`config.mk`:
```
export PLATFORM = sky130hd
export DESIGN_NAME = smq_top
export DESIGN_NICKNAME = d
export VERILOG_FILES = /design/src/common/smq_pkg.sv /design/src/rtl/smq_fifo.sv /design/src/rtl/smq_top.sv
export VERILOG_INCLUDE_DIRS = /design/src /design/src/common
export SDC_FILE = /design/constraint.sdc
export NUM_CORES = 1
export LEC_CHECK = 0
export ABC_AREA = 1
export ABC_CLOCK_PERIOD_IN_PS = 4500
export BUFFER_PORTS_ARGS = -buffer_cell sky130_fd_sc_hd__buf_2
export CAP_MARGIN = 20
export CORE_MARGIN = 2
export CORE_UTILIZATION = 65
export CTS_CLUSTER_SIZE = 25
export DETAILED_ROUTE_END_ITERATION = 10
export HOLD_SLACK_MARGIN = 0.06
export PLACE_DENSITY = 0.84
export SETUP_SLACK_MARGIN = 0.4
export SLEW_MARGIN = 10
export SYNTH_ARGS = -nofsm -noshare
export SYNTH_HDL_FRONTEND = slang
export SYNTH_HIERARCHICAL = 1
export SYNTH_SLANG_ARGS = --single-unit
```
`constraint.sdc`:
```
create_clock -name clk_sys -period 4.5 [get_ports clk_sys]
set_input_delay 0.225 -clock clk_sys [delete_from_list [all_inputs] [get_ports clk_sys]]
set_output_delay 0.225 -clock clk_sys [all_outputs]
set_load 0.005 [all_outputs]
```
`src/common/smq_consts.svh`:
```
// Constants for the status message queues: codes, flag positions, sizes.
// Assumes inclusion by bare name from the package and design files.
`ifndef SMQ_CONSTS_SVH
`define SMQ_CONSTS_SVH

// Queue sizes
`define SMQ_ERR_DEPTH        10
`define SMQ_ERR_CODE_W       16
`define SMQ_MSG_DEPTH        16
`define SMQ_MSG_W            8

// Status byte layout
`define SMQ_STB_W            8
`define SMQ_STB_ERR_BIT      2
`define SMQ_STB_MSG_BIT      4

// Error event inputs, one bit per cause
`define SMQ_NUM_EVT          27
`define SMQ_EVT_SYNTAX_LO    0
`define SMQ_EVT_NV_INVALID   5
`define SMQ_EVT_PAR_COMM     6
`define SMQ_EVT_DC_MODE      7
`define SMQ_EVT_SEQ_LO       8
`define SMQ_EVT_SEQ_HI       12
`define SMQ_EVT_SHDN_LO      13
`define SMQ_EVT_SHDN_HI      26

// Error codes
`define SMQ_CODE_NONE        16'sh0000
`define SMQ_CODE_CMD         -16'sd100
`define SMQ_CODE_MISS_PAR    -16'sd109
`define SMQ_CODE_PAR_COUNT   -16'sd115
`define SMQ_CODE_SUFFIX      -16'sd131
`define SMQ_CODE_STRING      -16'sd151
`define SMQ_CODE_OVERFLOW    -16'sd350
`define SMQ_CODE_NV_INVALID  16'sh0001
`define SMQ_CODE_PAR_COMM    16'sh0006
`define SMQ_CODE_DC_MODE     16'sh000B
`define SMQ_CODE_SEQ_BASE    16'sh0011
`define SMQ_CODE_SHDN_BASE   16'sh001E

`endif

```
`src/common/smq_pkg.sv`:
```
// Types shared by the status message queues.
// Assumes smq_consts.svh is on the include path.
`include "smq_consts.svh"

package smq_pkg;

    typedef logic signed [`SMQ_ERR_CODE_W-1:0] smq_code_type;

    // Answer to one error read query
    typedef struct packed {
        logic         empty;
        logic         overflow;
        smq_code_type code;
    } smq_err_answer_type;

    // Status byte flags driven by this block
    typedef struct packed {
        logic msg_available;
        logic err_available;
    } smq_flags_type;

endpackage

```
`src/rtl/smq_fifo.sv`:
```
// Flip-flop FIFO with clear and optional replace-newest-when-full.
// Assumes one clock, synchronous active-high reset.
module smq_fifo #(
    parameter int WIDTH           = 16,
    parameter int DEPTH           = 10,
    parameter bit REPLACE_ON_FULL = 1'b0,
    parameter int CW              = $clog2(DEPTH + 1)
) (
    input  wire logic             clk_sys,
    input  wire logic             rst,
    input  wire logic             clear,
    input  wire logic             push,
    input  wire logic [WIDTH-1:0] push_data,
    input  wire logic [WIDTH-1:0] replace_data,
    input  wire logic             pop,
    output logic      [WIDTH-1:0] head,
    output logic                  full,
    output logic                  empty,
    output logic      [CW-1:0]    count
);
    localparam int PW = (DEPTH > 1) ? $clog2(DEPTH) : 1;
    localparam logic [PW-1:0] LAST = PW'(DEPTH - 1);

    logic [WIDTH-1:0] mem [DEPTH];
    logic [PW-1:0]    wr_ptr;
    logic [PW-1:0]    rd_ptr;

    function automatic logic [PW-1:0] ptr_next(input logic [PW-1:0] p);
        return (p == LAST) ? '0 : PW'(p + 1'b1);
    endfunction

    function automatic logic [PW-1:0] ptr_prev(input logic [PW-1:0] p);
        return (p == '0) ? LAST : PW'(p - 1'b1);
    endfunction

    wire do_pop     = pop & ~empty;
    wire do_push    = push & (~full | do_pop);
    wire do_replace = REPLACE_ON_FULL & push & full & ~do_pop;
    wire [CW-1:0] next_count = CW'(count + CW'(do_push) - CW'(do_pop));

    assign full  = (count == CW'(DEPTH));
    assign empty = (count == '0);
    assign head  = mem[rd_ptr];

    always_ff @(posedge clk_sys) begin
        if (rst || clear) begin
            wr_ptr <= '0;
            rd_ptr <= '0;
            count  <= '0;
        end else begin
            if (do_push) begin
                mem[wr_ptr] <= push_data;
                wr_ptr      <= ptr_next(wr_ptr);
            end
            // Newest slot, one behind the write pointer
            if (do_replace) begin
                mem[ptr_prev(wr_ptr)] <= replace_data;
            end
            if (do_pop) begin
                rd_ptr <= ptr_next(rd_ptr);
            end
            count <= next_count;
        end
    end
endmodule

```
`src/rtl/smq_top.sv`:
```
// Output queue and error queue for remote status reporting.
// Assumes one clock, synchronous reset at power-up, pulse-wide commands.
`include "smq_consts.svh"

module smq_top #(
    parameter int MSG_W     = `SMQ_MSG_W,
    parameter int MSG_DEPTH = `SMQ_MSG_DEPTH,
    parameter int ERR_DEPTH = `SMQ_ERR_DEPTH,
    parameter int NUM_EVT   = `SMQ_NUM_EVT,
    parameter int MCW       = $clog2(MSG_DEPTH + 1),
    parameter int ECW       = $clog2(ERR_DEPTH + 1)
) (
    input  wire logic                        clk_sys,
    input  wire logic                        rst,
    input  wire logic                        cls_cmd,
    input  wire logic                        resp_valid,
    output logic                             resp_ready,
    input  wire logic [MSG_W-1:0]            resp_data,
    input  wire logic                        msg_read,
    output logic                             msg_valid,
    output logic      [MSG_W-1:0]            msg_data,
    output logic      [MCW-1:0]              msg_count,
    input  wire logic [NUM_EVT-1:0]          err_event,
    input  wire logic                        err_query,
    output logic                             err_answer_valid,
    output smq_pkg::smq_err_answer_type      err_answer,
    output logic      [ECW-1:0]              err_count,
    output logic                             apply_defaults,
    output logic      [`SMQ_STB_W-1:0]       status_byte
);

    // ------------------------------------------------------------------
    // Output queue
    // ------------------------------------------------------------------
    logic msg_full;
    logic msg_empty;

    wire msg_push = resp_valid & resp_ready;
    wire msg_pop  = msg_read & ~msg_empty;

    assign resp_ready = ~msg_full & ~cls_cmd;
    assign msg_valid  = ~msg_empty;

    // Messages stay stored until popped by a read
    smq_fifo #(
        .WIDTH           (MSG_W),
        .DEPTH           (MSG_DEPTH),
        .REPLACE_ON_FULL (1'b0),
        .CW              (MCW)
    ) u_msg_fifo (
        .clk_sys      (clk_sys),
        .rst          (rst),
        .clear        (cls_cmd),
        .push         (msg_push),
        .push_data    (resp_data),
        .replace_data ('0),
        .pop          (msg_pop),
        .head         (msg_data),
        .full         (msg_full),
        .empty        (msg_empty),
        .count        (msg_count)
    );
    // Reset and clear-status both empty it above

    // ------------------------------------------------------------------
    // Error code mapping
    // ------------------------------------------------------------------
    function automatic smq_pkg::smq_code_type code_of(input int idx);
        smq_pkg::smq_code_type c;
        c = `SMQ_CODE_CMD;
        case (idx)
            0:       c = `SMQ_CODE_CMD;
            1:       c = `SMQ_CODE_MISS_PAR;
            2:       c = `SMQ_CODE_PAR_COUNT;
            3:       c = `SMQ_CODE_SUFFIX;
            4:       c = `SMQ_CODE_STRING;
            `SMQ_EVT_NV_INVALID:
                     c = `SMQ_CODE_NV_INVALID;
            `SMQ_EVT_PAR_COMM:
                     c = `SMQ_CODE_PAR_COMM;
            `SMQ_EVT_DC_MODE:
                     c = `SMQ_CODE_DC_MODE;
            default: begin
                if (idx >= `SMQ_EVT_SEQ_LO && idx <= `SMQ_EVT_SEQ_HI) begin
                    // Cause offset from the first sequencer code
                    c = `SMQ_CODE_SEQ_BASE + 16'(idx - `SMQ_EVT_SEQ_LO);
                end else if (idx >= `SMQ_EVT_SHDN_LO && idx <= `SMQ_EVT_SHDN_HI) begin
                    // One code per shutdown cause
                    c = `SMQ_CODE_SHDN_BASE + 16'(idx - `SMQ_EVT_SHDN_LO);
                end else begin
                    c = `SMQ_CODE_CMD;
                end
            end
        endcase
        return c;
    endfunction

    // Index of lowest set bit
    function automatic int lowest_index(input logic [NUM_EVT-1:0] v);
        int r;
        r = 0;
        for (int i = NUM_EVT - 1; i >= 0; i--) begin
            if (v[i]) begin
                r = i;
            end
        end
        return r;
    endfunction

    // ------------------------------------------------------------------
    // Pending events: one queued per cycle, lowest index first
    // ------------------------------------------------------------------
    logic [NUM_EVT-1:0] pending;
    logic [NUM_EVT-1:0] next_pending;

    wire                any_pending = |pending;
    wire [NUM_EVT-1:0]  grant       = pending & NUM_EVT'(~pending + 1'b1);
    int                 grant_idx;
    wire smq_pkg::smq_code_type grant_code = code_of(grant_idx);

    assign grant_idx = lowest_index(pending);

    // Arrival in the cycle of its grant or clear is kept
    genvar g;
    generate
        for (g = 0; g < NUM_EVT; g++) begin : g_pend
            assign next_pending[g] = err_event[g] |
                                     (pending[g] & ~grant[g] & ~cls_cmd);
        end
    endgenerate

    always_ff @(posedge clk_sys) begin
        if (rst) begin
            pending <= '0;
        end else begin
            pending <= next_pending;
        end
    end

    // ------------------------------------------------------------------
    // Error queue
    // ------------------------------------------------------------------
    smq_pkg::smq_code_type err_head;
    logic                  err_full;
    logic                  err_empty;
    logic                  err_clear;

    wire err_push = any_pending & ~cls_cmd;
    wire err_pop  = err_query & ~err_empty & ~cls_cmd;

    // Empty answer ends a read-out and clears the queue
    // A push landing with the empty answer is kept
    assign err_clear = cls_cmd | (err_query & err_empty & ~err_push);

    // First in, first out, ten deep
    // Full push replaces the newest entry
    smq_fifo #(
        .WIDTH           (`SMQ_ERR_CODE_W),
        .DEPTH           (ERR_DEPTH),
        .REPLACE_ON_FULL (1'b1),
        .CW              (ECW)
    ) u_err_fifo (
        .clk_sys      (clk_sys),
        .rst          (rst),
        .clear        (err_clear),
        .push         (err_push),
        .push_data    (grant_code),
        .replace_data (`SMQ_CODE_OVERFLOW),
        .pop          (err_pop),
        .head         (err_head),
        .full         (err_full),
        .empty        (err_empty),
        .count        (err_count)
    );

    // ------------------------------------------------------------------
    // Error query answer, one cycle after the query
    // ------------------------------------------------------------------
    smq_pkg::smq_err_answer_type next_answer;
    wire answer_now = err_query & ~cls_cmd;

    always_comb begin
        next_answer = '0;
        if (err_empty) begin
            // Nothing stored: code zero, no error
            next_answer.empty    = 1'b1;
            next_answer.overflow = 1'b0;
            next_answer.code     = `SMQ_CODE_NONE;
        end else begin
            // Signed code selects the quoted description
            next_answer.empty    = 1'b0;
            next_answer.overflow = (err_head == `SMQ_CODE_OVERFLOW);
            next_answer.code     = err_head;
        end
    end

    always_ff @(posedge clk_sys) begin
        if (rst) begin
            err_answer_valid <= 1'b0;
            err_answer       <= '0;
        end else begin
            err_answer_valid <= answer_now;
            if (answer_now) begin
                err_answer <= next_answer;
            end
        end
    end

    // ------------------------------------------------------------------
    // Defaults after invalid stored settings
    // ------------------------------------------------------------------
    always_ff @(posedge clk_sys) begin
        if (rst) begin
            apply_defaults <= 1'b0;
        end else begin
            apply_defaults <= err_event[`SMQ_EVT_NV_INVALID];
        end
    end

    // ------------------------------------------------------------------
    // Status byte flags
    // ------------------------------------------------------------------
    smq_pkg::smq_flags_type flags;
    logic [`SMQ_STB_W-1:0]  next_status;

    assign flags.msg_available = ~msg_empty;
    assign flags.err_available = ~err_empty;

    always_comb begin
        next_status                   = '0;
        next_status[`SMQ_STB_MSG_BIT] = flags.msg_available;
        next_status[`SMQ_STB_ERR_BIT] = flags.err_available;
    end

    always_ff @(posedge clk_sys) begin
        if (rst) begin
            status_byte <= '0;
        end else begin
            status_byte <= next_status;
        end
    end

endmodule

```
## Word level (Yosys, flattened, before mapping)

Memory sizes are Yosys's and may differ from the RTL's. A register that Yosys moved wholly into a read port is not among the register bits.
Index checks and enable logic that the tools add are counted.
W data, S select, Z words.

- Output and inout bits: 47
- Bits in latches: 0
- Bits in writable memories: 288
- Memories kept: 2
- Flip-flop bits (word level): 80
- Word-level logic and storage cells: 245
- Memory bits (read-only): 0

Memories:

| memory | depth | width | read ports | clocked after memory_dff | write ports | RTL line | RTL |
|---|---|---|---|---|---|---|---|
| u_err_fifo.mem | 10 | 16 | 1 | 1 | 1 | smq_fifo.sv:24 | `logic [WIDTH-1:0] mem [DEPTH];` |
| u_msg_fifo.mem | 16 | 8 | 1 | 1 | 1 | smq_fifo.sv:24 |  |

- Muxes and demuxes: 52
- Equality and inequality tests: 14
- $lt $le $gt $ge: 4
- $add $sub $neg: 14
- Bitwise operators: 135
- Reductions and logical operators: 10
- Multipliers: 0
- Div/mod/pow operators: 0
- Shifts and indexed selects: 0

Operator list:

| kind | count |
|---|---|
| $mux W32 | 26 |
| $eq A32 B3 Y1 const B | 4 |
| $pmux W16 S8 | 1 |
| $and A1 B1 Y1 | 69 |
| $eq A32 B2 Y1 const B | 2 |
| $ge A32 B5 Y1 const B | 2 |
| $mux W16 | 3 |
| $mux W4 | 10 |
| $not A1 Y1 | 34 |
| $add A6 B16 Y16 const A | 2 |
| $eq A32 B1 Y1 const B | 1 |
| $le A32 B5 Y1 const B | 1 |
| $le A32 B6 Y1 const B | 1 |
| $logic_not A32 Y1 | 1 |
| $sub A16 B5 Y16 const B | 2 |
| $or A1 B1 Y1 | 30 |
| $add A27 B1 Y27 const B | 1 |
| $and A27 B27 Y27 | 1 |
| $not A27 Y27 | 1 |
| $reduce_or A27 Y1 | 1 |
| $eq A4 B4 Y1 const B | 5 |
| $mux W18 | 1 |
| $add A4 B1 Y4 const B | 4 |
| $eq A16 B10 Y1 const B | 1 |
| 13 further kinds | 25 |

## Logic depth before layout (Yosys ltp)

Gate-level depths: netlist of the first run.

- Depth after elaboration: 33
- Gate-level depth with buffers: 38
- Gate-level depth less buffers: 38

## Cells and area by module

Netlist of the first run, hierarchy kept.

By module, submodules not included:

| module | sequential area each (um^2) | instances | cells an instance | area an instance (um^2) |
|---|---|---|---|---|
| smq_fifo (u_err_fifo) | 5124.9 | 1 | 667 | 7561.0 |
| smq_fifo (u_msg_fifo) | 4184.0 | 1 | 665 | 6535.0 |
| smq_top | 980.9 | 1 | 393 | 2593.7 |

## Worst setup path after synthesis of the first run

No wires, ideal clock.

- Kind: reg-to-reg
- Start: register u_err_fifo.count[2]
- End: memory u_err_fifo.mem[9][0] (enable)
- Setup slack: 1431 ps
- Stages on the path, launching flop included: 17
- Arrival time: 2680 ps
- Library setup time: 388 ps
- Period minus slack after synthesis: 3069 ps
- Data required time: 4112 ps
- Path through: dfxtp_1 > inv_1 > ha_1 > inv_1 > nor2_1 > nand2_1 > inv_1 > nor2_2 > clkbuf_1 > inv_1 > nand4_4 > inv_1 > nand2_2 > nand2_1 > nand2_2 > nand3_2 > nor2_1

- Longest elaborated chain between the ends: 12
- Elaborated cells on any way between the ends: 25

RTL lines:

| item | RTL line | RTL |
|---|---|---|
| from (decl) | smq_fifo.sv:19 | `output logic [CW-1:0] count` |
| from (signal assigned) | smq_fifo.sv:62 | `count <= next_count;` |
| $logic_not A4 Y1 * | smq_fifo.sv:42 | `assign empty = (count == '0);` |
| via err_empty | smq_top.sv:145 | `logic err_empty;` |
| $not A1 Y1 * | smq_top.sv:149 | `wire err_pop = err_query & ~err_empty & ~cls_cmd;` |
| $and A1 B1 Y1 * (2 in series) | smq_top.sv:149 |  |
| via err_pop | smq_top.sv:149 |  |
| $and A1 B1 Y1 * | smq_fifo.sv:36 | `wire do_pop = pop & ~empty;` |
| $not A1 Y1 | smq_fifo.sv:38 | `wire do_replace = REPLACE_ON_FULL & push & full & ~do_pop;` |
| $and A1 B1 Y1 | smq_fifo.sv:38 |  |
| $mux W1 | smq_fifo.sv:56 | `if (do_replace) begin` |
| $mux W1 | smq_fifo.sv:46 | `if (rst \|\| clear) begin` |
| $mux W1 (not written as such) | smq_fifo.sv:57 | `mem[ptr_prev(wr_ptr)] <= replace_data;` |
| $reduce_or A16 Y1 (no line) | n/a |  |
| $mux W4 (no line) / $mux W1 (equally long branches) | n/a |  |
| to (decl) | smq_fifo.sv:24 |  |

Mark *: on every way through the listed nets, which the timed path passes. The rest lies on a longest branch.

## Final worst setup path of the first run

- Start: register pending[24]
- End: memory u_err_fifo.mem[5][10], data pin

- Longest elaborated chain between the ends: 31
- Elaborated cells on any way between the ends: 59

RTL lines:

| item | RTL line | RTL |
|---|---|---|
| from (decl) | smq_top.sv:113 | `logic [NUM_EVT-1:0] pending;` |
| from (signal assigned) | smq_top.sv:136 | `pending <= next_pending;` |
| $mux W32 * (25 in series) | smq_top.sv:103 | `if (v[i]) begin` |
| $sub A16 B5 Y16 (no line), or another cell as far along | n/a |  |
| $add A6 B16 Y16 (no line) / $logic_and A1 B1 Y1 (equally long branches) | n/a |  |
| $mux W16 | smq_top.sv:87 | `` end else if (idx >= `SMQ_EVT_SHDN_LO && idx <= `SMQ_EVT_SHDN_HI) begin `` |
| $mux W16 | smq_top.sv:84 | `` if (idx >= `SMQ_EVT_SEQ_LO && idx <= `SMQ_EVT_SEQ_HI) begin `` |
| $pmux W16 S8 * | smq_top.sv:71 | `case (idx)` |
| via grant_code[10] | smq_top.sv:119 | `wire smq_pkg::smq_code_type grant_code = code_of(grant_idx);` |
| $mux W16 (no line) * | n/a |  |

Marks and branches as above.

==> results of run 1 <==
[final cells by class]
cell class	count	area (sq um)	share of cell area
Multi-Input combinational cell	1013	5007	0.2662
Sequential cell	370	10300	0.5474
Timing Repair Buffer	132	870.8	0.04630
Tap cell	330	412.9	0.02195
Clock buffer	42	954.7	0.05075
Inverter	289	1085	0.05767
Clock inverter	24	183.9	0.009778
[metal layers]
layer  up-vias  track usage  wire [um]
li1       5883            -          -
met1      5767       0.3315      14030
met2       603       0.5131      19440
met3       128      0.04596       3106
met4         0       0.1296       1622
met5         -            0          0
[worst max-delay path by stage]
stage	endpoint	slack, ns	depth (start not counted)
floorplan	u_err_fifo/mem[9][0]$_DFFE_PP_	1.43	16
global placement	u_err_fifo/mem[2][15]$_DFFE_PP_	1.12	36
detailed placement	u_err_fifo/mem[6][10]$_DFFE_PP_	1.03	36
CTS	u_err_fifo/mem[5][10]$_DFFE_PP_	1.0	36
global route	u_err_fifo/mem[3][10]$_DFFE_PP_	0.52	36
finish	u_err_fifo/mem[5][10]$_DFFE_PP_	0.90	36
[through the flow]
stage	instance area, sq um	cells	hold WS [ns]	util
2_1_floorplan	16760	1743	0.3239	-
3_3_place_gp	17370	2105	0.4314	0.6899
3_5_place_dp	17370	2105	0.4361	0.6899
4_1_cts	18790	2199	0.09975	0.7462
5_1_grt	18810	2200	0.1141	0.7470
6_report	18810	2200	0.1131	0.7470
[worst max-delay path: cells and delay by family (launching register included)]
kind	cells	cell delay (ns)
flip-flops	1	0.38
buffers and inverters	4	0.27
adder cells (fa/ha/maj)	1	0.17
AND/OR/NAND/NOR	31	2.41
[power breakdown]
group,total [W],internal [W],switching (W),leakage [nW]
Combinational,0.000469,0.000134,0.000335,4.00
Clock,0.00290,0.00165,0.00125,0.567
Sequential,0.00384,0.00382,0.0000270,3.26
[state kept, by name, summed over array words and instances (netlist names), 2 cells and up, named ones only]
name / flops
u_err_fifo/mem: 160
u_msg_fifo/count: 5
u_msg_fifo/rd_ptr: 4
err_answer: 18
status_byte: 2
u_err_fifo/rd_ptr: 4
u_msg_fifo/wr_ptr: 4
u_err_fifo/wr_ptr: 4
u_err_fifo/count: 4
pending: 27
u_msg_fifo/mem: 128
[placed cells by master, fill, tap and decap left out, drive strengths merged, types with 2 or more instances in the layout]
| master | n |
|---|---|
| o21ai | 66 |
| a31oi | 14 |
| clkinv | 18 |
| nand2 | 417 |
| ha | 19 |
| inv | 292 |
| bufinv | 2 |
| nand3 | 162 |
| clkbuf | 42 |
| conb | 22 |
| dfxtp | 82 |
| o211ai | 38 |
| nor2 | 138 |
| o32ai | 2 |
| or2 | 2 |
| nand4 | 9 |
| nor3b | 2 |
| buf | 104 |
| xor2 | 7 |
| fa | 2 |
| mux2i | 16 |
| nor3 | 8 |
| a21oi | 78 |
| dlygate4sd3 | 28 |
| o21bai | 2 |
| edfxtp | 288 |
==> results.cfg, run 1 <==
[global_routing]
antenna_found_initial = 0
grtUsageTotal = 0.2840
grt_overflow = 0
grt_pass1_vias = 11814
grt_pass1_wl_um = 59100
grt_max_degree = 78

[timing]
tns_ns = 0
relSlewSlack = 0.3626
finalHoldViolations = 0
fin_skew_ns = 0.02498
fin_ws_ns = 0.9041
max_freq_ghz = 0.2781
period_share = 0.7991
finalSetupViolCount = 0
period_needed_ns = 3.596
drv_slew = 0
rsz0062_at_grt = false
worst_pin_slew_ns = 0.9562

[finish]
drive_gt1_frac = 0.1166
nFillCells = 1605
fin_nets = 1905
syn2layout_area_growth_pct = 12.76
antennaDiodeCount = 0

[place]
port-buffer-count = 81
hpwl_um = 23460
pre_cts_slack_ns = 1.032
gp_congestion = 0.8959

[min_path]
hp-class = primary input to flop
min_path_cells = 1
hp-start = resp_data[6]
whs_endpoint = u_msg_fifo/mem[14][6]$_DFFE_PP_

[clock_tree]
postCtsSetupBuffers = 0
post_cts_resized = 0
clock_sinks = 370
insertion_delay_ns = 0.53
ctsHoldBuffers = 28
cts_buffers = 37
cts_max_level = 2
cts_tree = yes
clk_pin_slew_worst_paths_ns = 0.06
cts_buffer_depth = 3
cts-root-buf = clkbuf_16

[routing]
drc = 0
viasPerCell = 5.628
wire_per_inst_um = 17.36
num_vias = 12381
drtPass1Iterations = 5
ant_nets = 0
drtIter0Drc = 1540
wirelength_um = 38200

[worst_setup_path]
cp_data_required_time_ns = 4.68
path_class = flop to flop
reg2regPathDepth = 36
start_kind = flop
r2r_end = u_err_fifo/mem[5][10]$_DFFE_PP_
cp_max_fo = 10
worstSetupEndpointType = flop
cpMostUsedCell = nand2_1
ff2ff_setup_slack_ns = 0.90
cp.arrival_ns = 3.78
timing.rr.start = pending[24]$_SDFF_PP0_
slowest_stage = dfxtp_1
cp-startpoint = pending[24]$_SDFF_PP0_
crit_path_max_incr_delay_ns = 0.38

[die]
fp.dieW_um = 164.2
start_util = 0.6625
die_h_um = 164.2
pin_count = 88
dieArea_sq_mm = 0.02696
rows = 58
core_sq_mm = 0.02518

[logic_synthesis]
syn_inst = 1723
yosysWarnings = 6
synth_area_sq_mm = 0.01668
postSynthAreaPerCell_sq_um = 9.682

[power]
power.leakage_nw = 7.833
peakVddDrop_mv = 0.3770
power.density_mw_per_mm2 = 383.3
power_w = 0.007209

[run_status]
outcome = finished clean

[flow_run]
maxCapViolations = 0
No activity file was read; power rests on OpenSTA's default activity.
==> run 2: changes to the inputs <==
--- a/config.mk
+++ b/config.mk
@@ -6,16 +6,16 @@
 export SDC_FILE = /design/constraint.sdc
 export NUM_CORES = 1
 export LEC_CHECK = 0
-export ABC_AREA = 1
-export ABC_CLOCK_PERIOD_IN_PS = 4500
+export ABC_AREA = 0
+export ABC_CLOCK_PERIOD_IN_PS = 3200
 export BUFFER_PORTS_ARGS = -buffer_cell sky130_fd_sc_hd__buf_2
 export CAP_MARGIN = 20
 export CORE_MARGIN = 2
-export CORE_UTILIZATION = 65
+export CORE_UTILIZATION = 56
 export CTS_CLUSTER_SIZE = 25
 export DETAILED_ROUTE_END_ITERATION = 10
 export HOLD_SLACK_MARGIN = 0.06
-export PLACE_DENSITY = 0.84
+export PLACE_DENSITY = 0.77
 export SETUP_SLACK_MARGIN = 0.4
 export SLEW_MARGIN = 10
 export SYNTH_ARGS = -nofsm -noshare
==> constraint.sdc (replaced) <==
create_clock -name clk_sys -period 3.2 [get_ports clk_sys]
set_input_delay 0.16 -clock clk_sys [delete_from_list [all_inputs] [get_ports clk_sys]]
set_output_delay 0.16 -clock clk_sys [all_outputs]
set_load 0.005 [all_outputs]
==> results.cfg, run 2 <==
[run_status]
outcome = finished clean

[global_routing]
grt_pass1_wl_um = 56300
grt_pass1_vias = 10402
grtUsageTotal = 0.2497
antenna_found_initial = 0
grt_overflow = 0
grt_max_degree = 36

[worst_setup_path]
slowest_stage = or4_4
crit_chain = or4_4 -> o221ai_4 -> o2bb2ai_2 -> or3_4 -> inv_4 -> ha_4 -> or3_4 -> a21oi_4 -> nor2_4 -> mux2_4
reg2regPathDepth = 10
worstSetupEndpointType = flop
timing.rr.start = pending[19]$_SDFF_PP0_
ff2ff_setup_slack_ns = 0.19
start_kind = flop
r2r_end = u_err_fifo/mem[5][10]$_DFFE_PP_
cp_data_required_time_ns = 3.45
cp.arrival_ns = 3.26
cp_max_fo = 8
path_class = flop to flop
cpMostUsedCell = or3_4
crit_path_max_incr_delay_ns = 0.56

[logic_synthesis]
synth_top_cells_by_count = edfxtp_1 (288), nor2_1 (108), dfxtp_1 (82)
synth_area_sq_mm = 0.01581
syn_inst = 1097
synth_top_cell_by_area = edfxtp_1
yosysTopAreaCellShare = 0.5472
synthArstFlopShare = 0
synth_flop_cell = edfxtp_1
postSynthAreaPerCell_sq_um = 14.41
ys_types = 83
ys_ff_latch = 370
yosysWarnings = 6
synthTopCellsByArea = edfxtp_1 (55%), dfxtp_1 (10%), mux2_2 (4.3%)
synth_edf_count = 288
yosysSeqAreaShare = 0.6510
synth.most_common_cell = edfxtp_1

[clock_tree]
cts_max_level = 2
cts-root-buf = clkbuf_16
clk_pin_slew_worst_paths_ns = 0.06
insertion_delay_ns = 0.52
cts_buffers = 38
cts_buffer_depth = 3
clock_sinks = 370
cts_tree = yes

[timing]
relSlewSlack = 0.3946
period_share = 0.9411
finalHoldViolations = 0
worst_pin_slew_ns = 0.9071
rsz0062_at_grt = true
period_needed_ns = 3.011
max_freq_ghz = 0.3321
tns_ns = 0
fin_ws_ns = 0.1886
drv_slew = 0
fin_skew_ns = 0.01035
finalSetupViolCount = 0

[place]
hpwl_um = 21450
gp_congestion = 0.8884
port-buffer-count = 81
pre_cts_slack_ns = 0.05101

[finish]
largest_reg_flops = 160
drive_gt1_frac = 0.2973
reg.largest.list = u_err_fifo/mem (160), u_msg_fifo/mem (128), pending (27)
final_cell_mix = edfxtp_1 (288), nor2_1 (96), buf_2 (81)
fin_util = 0.6959
final_common_cell = edfxtp_1
antennaDiodeCount = 0
fin_nets = 1381
syn2layout_area_growth_pct = 22.32
top_register = u_err_fifo/mem

[die]
fp.dieW_um = 172
pin_count = 88
dieArea_sq_mm = 0.02958
die_h_um = 172
core_sq_mm = 0.02778
rows = 61
start_util = 0.5689

[routing]
wirelength_um = 37180
drtPass1Iterations = 7
viasPerCell = 6.019
wire_per_inst_um = 21.53
ant_nets = 0
drtIter0Drc = 862
num_vias = 10394
drc = 0

[min_path]
hp-class = primary input to flop
min_path_cells = 4
hp-start = msg_read
whs_endpoint = u_msg_fifo/rd_ptr[1]$_SDFFE_PP0N_

[flow_run]
maxCapViolations = 0

[power]
power.leakage_nw = 6.747
power.density_mw_per_mm2 = 555.5
peakVddDrop_mv = 0.4191
[run 2: how the worst max path moves through the flow]
stage / endpoint / cells after the start / startpoint / slack [ns]
floorplan: u_err_fifo/mem[2][0]$_DFFE_PP_ / 10 / u_err_fifo/count[2]$_SDFF_PP0_ / 0.23
global placement: u_err_fifo/mem[1][8]$_DFFE_PP_ / 10 / pending[23]$_SDFF_PP0_ / 0.08
detailed placement: u_err_fifo/mem[5][10]$_DFFE_PP_ / 10 / pending[23]$_SDFF_PP0_ / 0.05
CTS: u_err_fifo/mem[6][10]$_DFFE_PP_ / 10 / pending[19]$_SDFF_PP0_ / 0.27
global route: u_err_fifo/mem[6][10]$_DFFE_PP_ / 10 / pending[19]$_SDFF_PP0_ / 0.15
finish: u_err_fifo/mem[5][10]$_DFFE_PP_ / 10 / pending[19]$_SDFF_PP0_ / 0.19
[run 2: layer usage]
metal | global-route usage | wire [um] | vias up
met3 | 0.03548 | 2275 | 124
met1 | 0.3026 | 14330 | 5171
met2 | 0.4510 | 19020 | 440
li1 | - | - | 4659
met5 | 0 | 0 | -
met4 | 0.09901 | 1560 | 0
[run 2: cell type report]
| cell class | instances | area [sq um] |
|---|---|---|
| Tap cell | 378 | 473.0 |
| Clock inverter | 23 | 180.2 |
| Sequential cell | 370 | 10310 |
| Clock buffer | 47 | 1089 |
| Inverter | 28 | 112.6 |
| Multi-Input combinational cell | 676 | 5620 |
| Timing Repair Buffer | 205 | 1544 |
| Fill cell | 1771 | 8449 |
[run 2: kinds of logic after synthesis]
logic type               count (synthesis)  synth area share
flip-flops                             370            0.6510
multiplexers                           132            0.1185
other                                    2         0.0004752
XOR/XNOR                                11          0.006095
AND/OR/NAND/NOR                        301            0.1001
AO/OA/AOI/OAI                          177           0.07568
adder cells (fa/ha/maj)                 21           0.01757
buffers and inverters                   83           0.03048
[run 2: where the power goes]
group          internal (W)  total, W  leakage (nW)  switching, W
clock               0.00265   0.00440         0.623       0.00175
sequential          0.00537   0.00542          3.27     0.0000543
combinational      0.000397  0.000917          2.86      0.000520
total               0.00841    0.0107          6.75       0.00233
[run 2: repair_timing]
| action | in CTS | in global routing |
|---|---|---|
| gates cloned | 10 | 3 |
| setup buffers | 12 | 16 |
| hold endpoints to repair | 158 | 0 |
| resized for setup | 45 | 43 |
| endpoints found under the setup margin | 159 | 309 |
| pin swaps | 13 | 13 |
| hold buffers | 41 | 0 |
[run 2: critical path: cells and delay by family (launching register included)]
kind                     cells  cell delay [ns]
adder cells (fa/ha/maj)      1             0.15
AND/OR/NAND/NOR              4             1.26
AO/OA/AOI/OAI                3             0.59
buffers and inverters        1             0.04
flip-flops                   1             0.36
multiplexers                 1             0.33
[run 2: metrics by stage]
stage	power (W)	instance area [sq um]	hold WS, ns	instances
finish	0.01074	19330	0.1331	1727
global route	0.01107	19330	0.1559	1727
CTS	0.01071	19010	0.1147	1708
detailed placement	0.006156	16960	0.3724	1575
global placement	0.006133	16960	0.3696	1575
floorplan	0.005934	16000	0.2589	1117
==> run 3: changes to the inputs <==
--- a/config.mk
+++ b/config.mk
@@ -8,7 +8,7 @@
 export LEC_CHECK = 0
 export ABC_AREA = 0
 export ABC_CLOCK_PERIOD_IN_PS = 3200
-export BUFFER_PORTS_ARGS = -buffer_cell sky130_fd_sc_hd__buf_2
+export BUFFER_PORTS_ARGS = -buffer_cell sky130_fd_sc_hd__buf_4
 export CAP_MARGIN = 20
 export CORE_MARGIN = 2
 export CORE_UTILIZATION = 56
==> results.cfg, run 3 (synthesis gave the netlist of run 2 again) <==
[run_status]
outcome = finished clean

[finish]
antennaDiodeCount = 0
fin_nets = 1385
drive_gt1_frac = 0.2987
postLayoutCellArea_sq_mm = 0.01943
nFillCells = 1794
final_cell_mix = edfxtp_1 (288), buf_4 (158), nor2_1 (98)
reg.largest.list = u_err_fifo/mem (160), u_msg_fifo/mem (128), pending (27)
final_common_cell = edfxtp_1
top_register = u_err_fifo/mem
syn2layout_area_growth_pct = 22.93
largest_reg_flops = 160

[flow_run]
maxCapViolations = 0

[worst_setup_path]
cp_max_fo = 6
crit_path_max_incr_delay_ns = 0.50
cp.arrival_ns = 3.23
cp_num_buf_inv = 2
cp_data_required_time_ns = 3.45
start_kind = flop
slowest_stage = or4_4
path_delay_family = simple AND/OR/NAND/NOR gates
path_class = flop to flop
worstSetupEndpointType = flop
cpMostUsedCell = or3_4
crit_chain = or4_4 -> o221ai_4 -> o2bb2ai_2 -> or3_4 -> inv_4 -> ha_4 -> or3_4 -> a21oi_4 -> buf_12 -> nor2_4 -> mux2_4

[routing]
drtPass1Iterations = 5
num_vias = 10353
drtIter0Drc = 929
ant_nets = 0
wire_per_inst_um = 21.79
wirelength_um = 37570
drc = 0
viasPerCell = 6.005

[global_routing]
grt_overflow = 0
antenna_found_initial = 0
grt_max_degree = 54
grtUsageTotal = 0.2498
grt_pass1_vias = 10162
grt_pass1_wl_um = 55870

[timing]
tns_ns = 0
fin_skew_ns = 0.02144
hold_slack_ns = 0.09158
rsz0062_at_grt = true
finalSetupViolCount = 0
period_share = 0.9298
drv_slew = 0
finalHoldViolations = 0
period_needed_ns = 2.975
max_freq_ghz = 0.3361
fin_ws_ns = 0.2246
worst_pin_slew_ns = 0.7392
relSlewSlack = 0.5065

[die]
start_util = 0.5689
core_sq_mm = 0.02778
fp.dieW_um = 172
die_h_um = 172
dieArea_sq_mm = 0.02958
rows = 61
pin_count = 88

[clock_tree]
cts_max_level = 2
insertion_delay_ns = 0.53
cts_buffers = 37
cts_tree = yes
clk_pin_slew_worst_paths_ns = 0.06
clock_sinks = 370
cts-root-buf = clkbuf_16
cts_buffer_depth = 3

[power]
power.leakage_nw = 6.721
power.density_mw_per_mm2 = 531.0
peakVddDrop_mv = 0.4319

[place]
gp_congestion = 0.8863
pre_cts_slack_ns = 0.05471
hpwl_um = 21800
port-buffer-count = 81
place_area_sq_mm = 0.01716

[min_path]
hp-class = primary input to flop
-- run 3: power by group --
part / leakage [nW] / total [W] / switching (W) / internal (W)
Sequential: 3.27 / 0.00542 / 0.0000540 / 0.00537
Combinational: 2.93 / 0.000979 / 0.000536 / 0.000443
Clock: 0.522 / 0.00392 / 0.00170 / 0.00222
Total: 6.72 / 0.0103 / 0.00229 / 0.00803
-- run 3: timing repair --
item | CTS | global route
hold buffers | 35 | 0
setup buffers | 16 | 22
gates cloned | 12 | 4
pin swaps | 18 | 16
resized for setup | 57 | 37
endpoints found under the hold margin | 156 | 0
setup endpoints to repair | 159 | 245
-- run 3: final timing paths --
check / start / to / slack [ns] / cells after the start
setup / recovery: pending[19]$_SDFF_PP0_ / u_err_fifo/mem[5][11]$_DFFE_PP_ / 0.22 / 11
hold / removal: msg_read / u_msg_fifo/rd_ptr[1]$_SDFFE_PP0N_ / 0.09 / 4
setup reg to reg: pending[19]$_SDFF_PP0_ / u_err_fifo/mem[5][11]$_DFFE_PP_ / 0.22 / 11
hold reg to reg: err_answer[16]$_SDFFE_PP0P_ / err_answer[16]$_SDFFE_PP0P_ / 0.45 / 2
-- run 3: per-layer routing --
layer,GRT usage,vias up,routed length (um)
li1,-,4677,-
met1,0.3077,5158,14370
met2,0.4472,417,19530
met3,0.03685,101,2333
met4,0.09463,0,1336
met5,0,-,0
-- run 3: worst reg2reg max path, delay by kind of cell, from the launching register on --
family          cells  cell delay, ns
mux                 1            0.34
simple gates        4            1.16
fa+ha+maj           1            0.16
flops               1            0.37
compound gates      3            0.51
buf+inv             2            0.18
-- run 3: area by class of cell --
type,count,area [sq um],area share
clock inverter,8,57.56,0.002962
inverter,28,112.6,0.005796
clock buffer,54,1021,0.05255
multi-input combinational,678,5640,0.2903
timing repair buffer,208,1807,0.09299
tap,378,473.0,0.02434
sequential,370,10320,0.5311
-- run 3: through the flow --
step,power (W),utilization,instances
after floorplan,0.005934,-,1117
after global placement,0.006151,0.6177,1573
final,0.01032,0.6994,1724
after detailed placement,0.006179,0.6177,1573
after CTS,0.01027,0.6858,1698
after global routing,0.01064,0.6994,1724
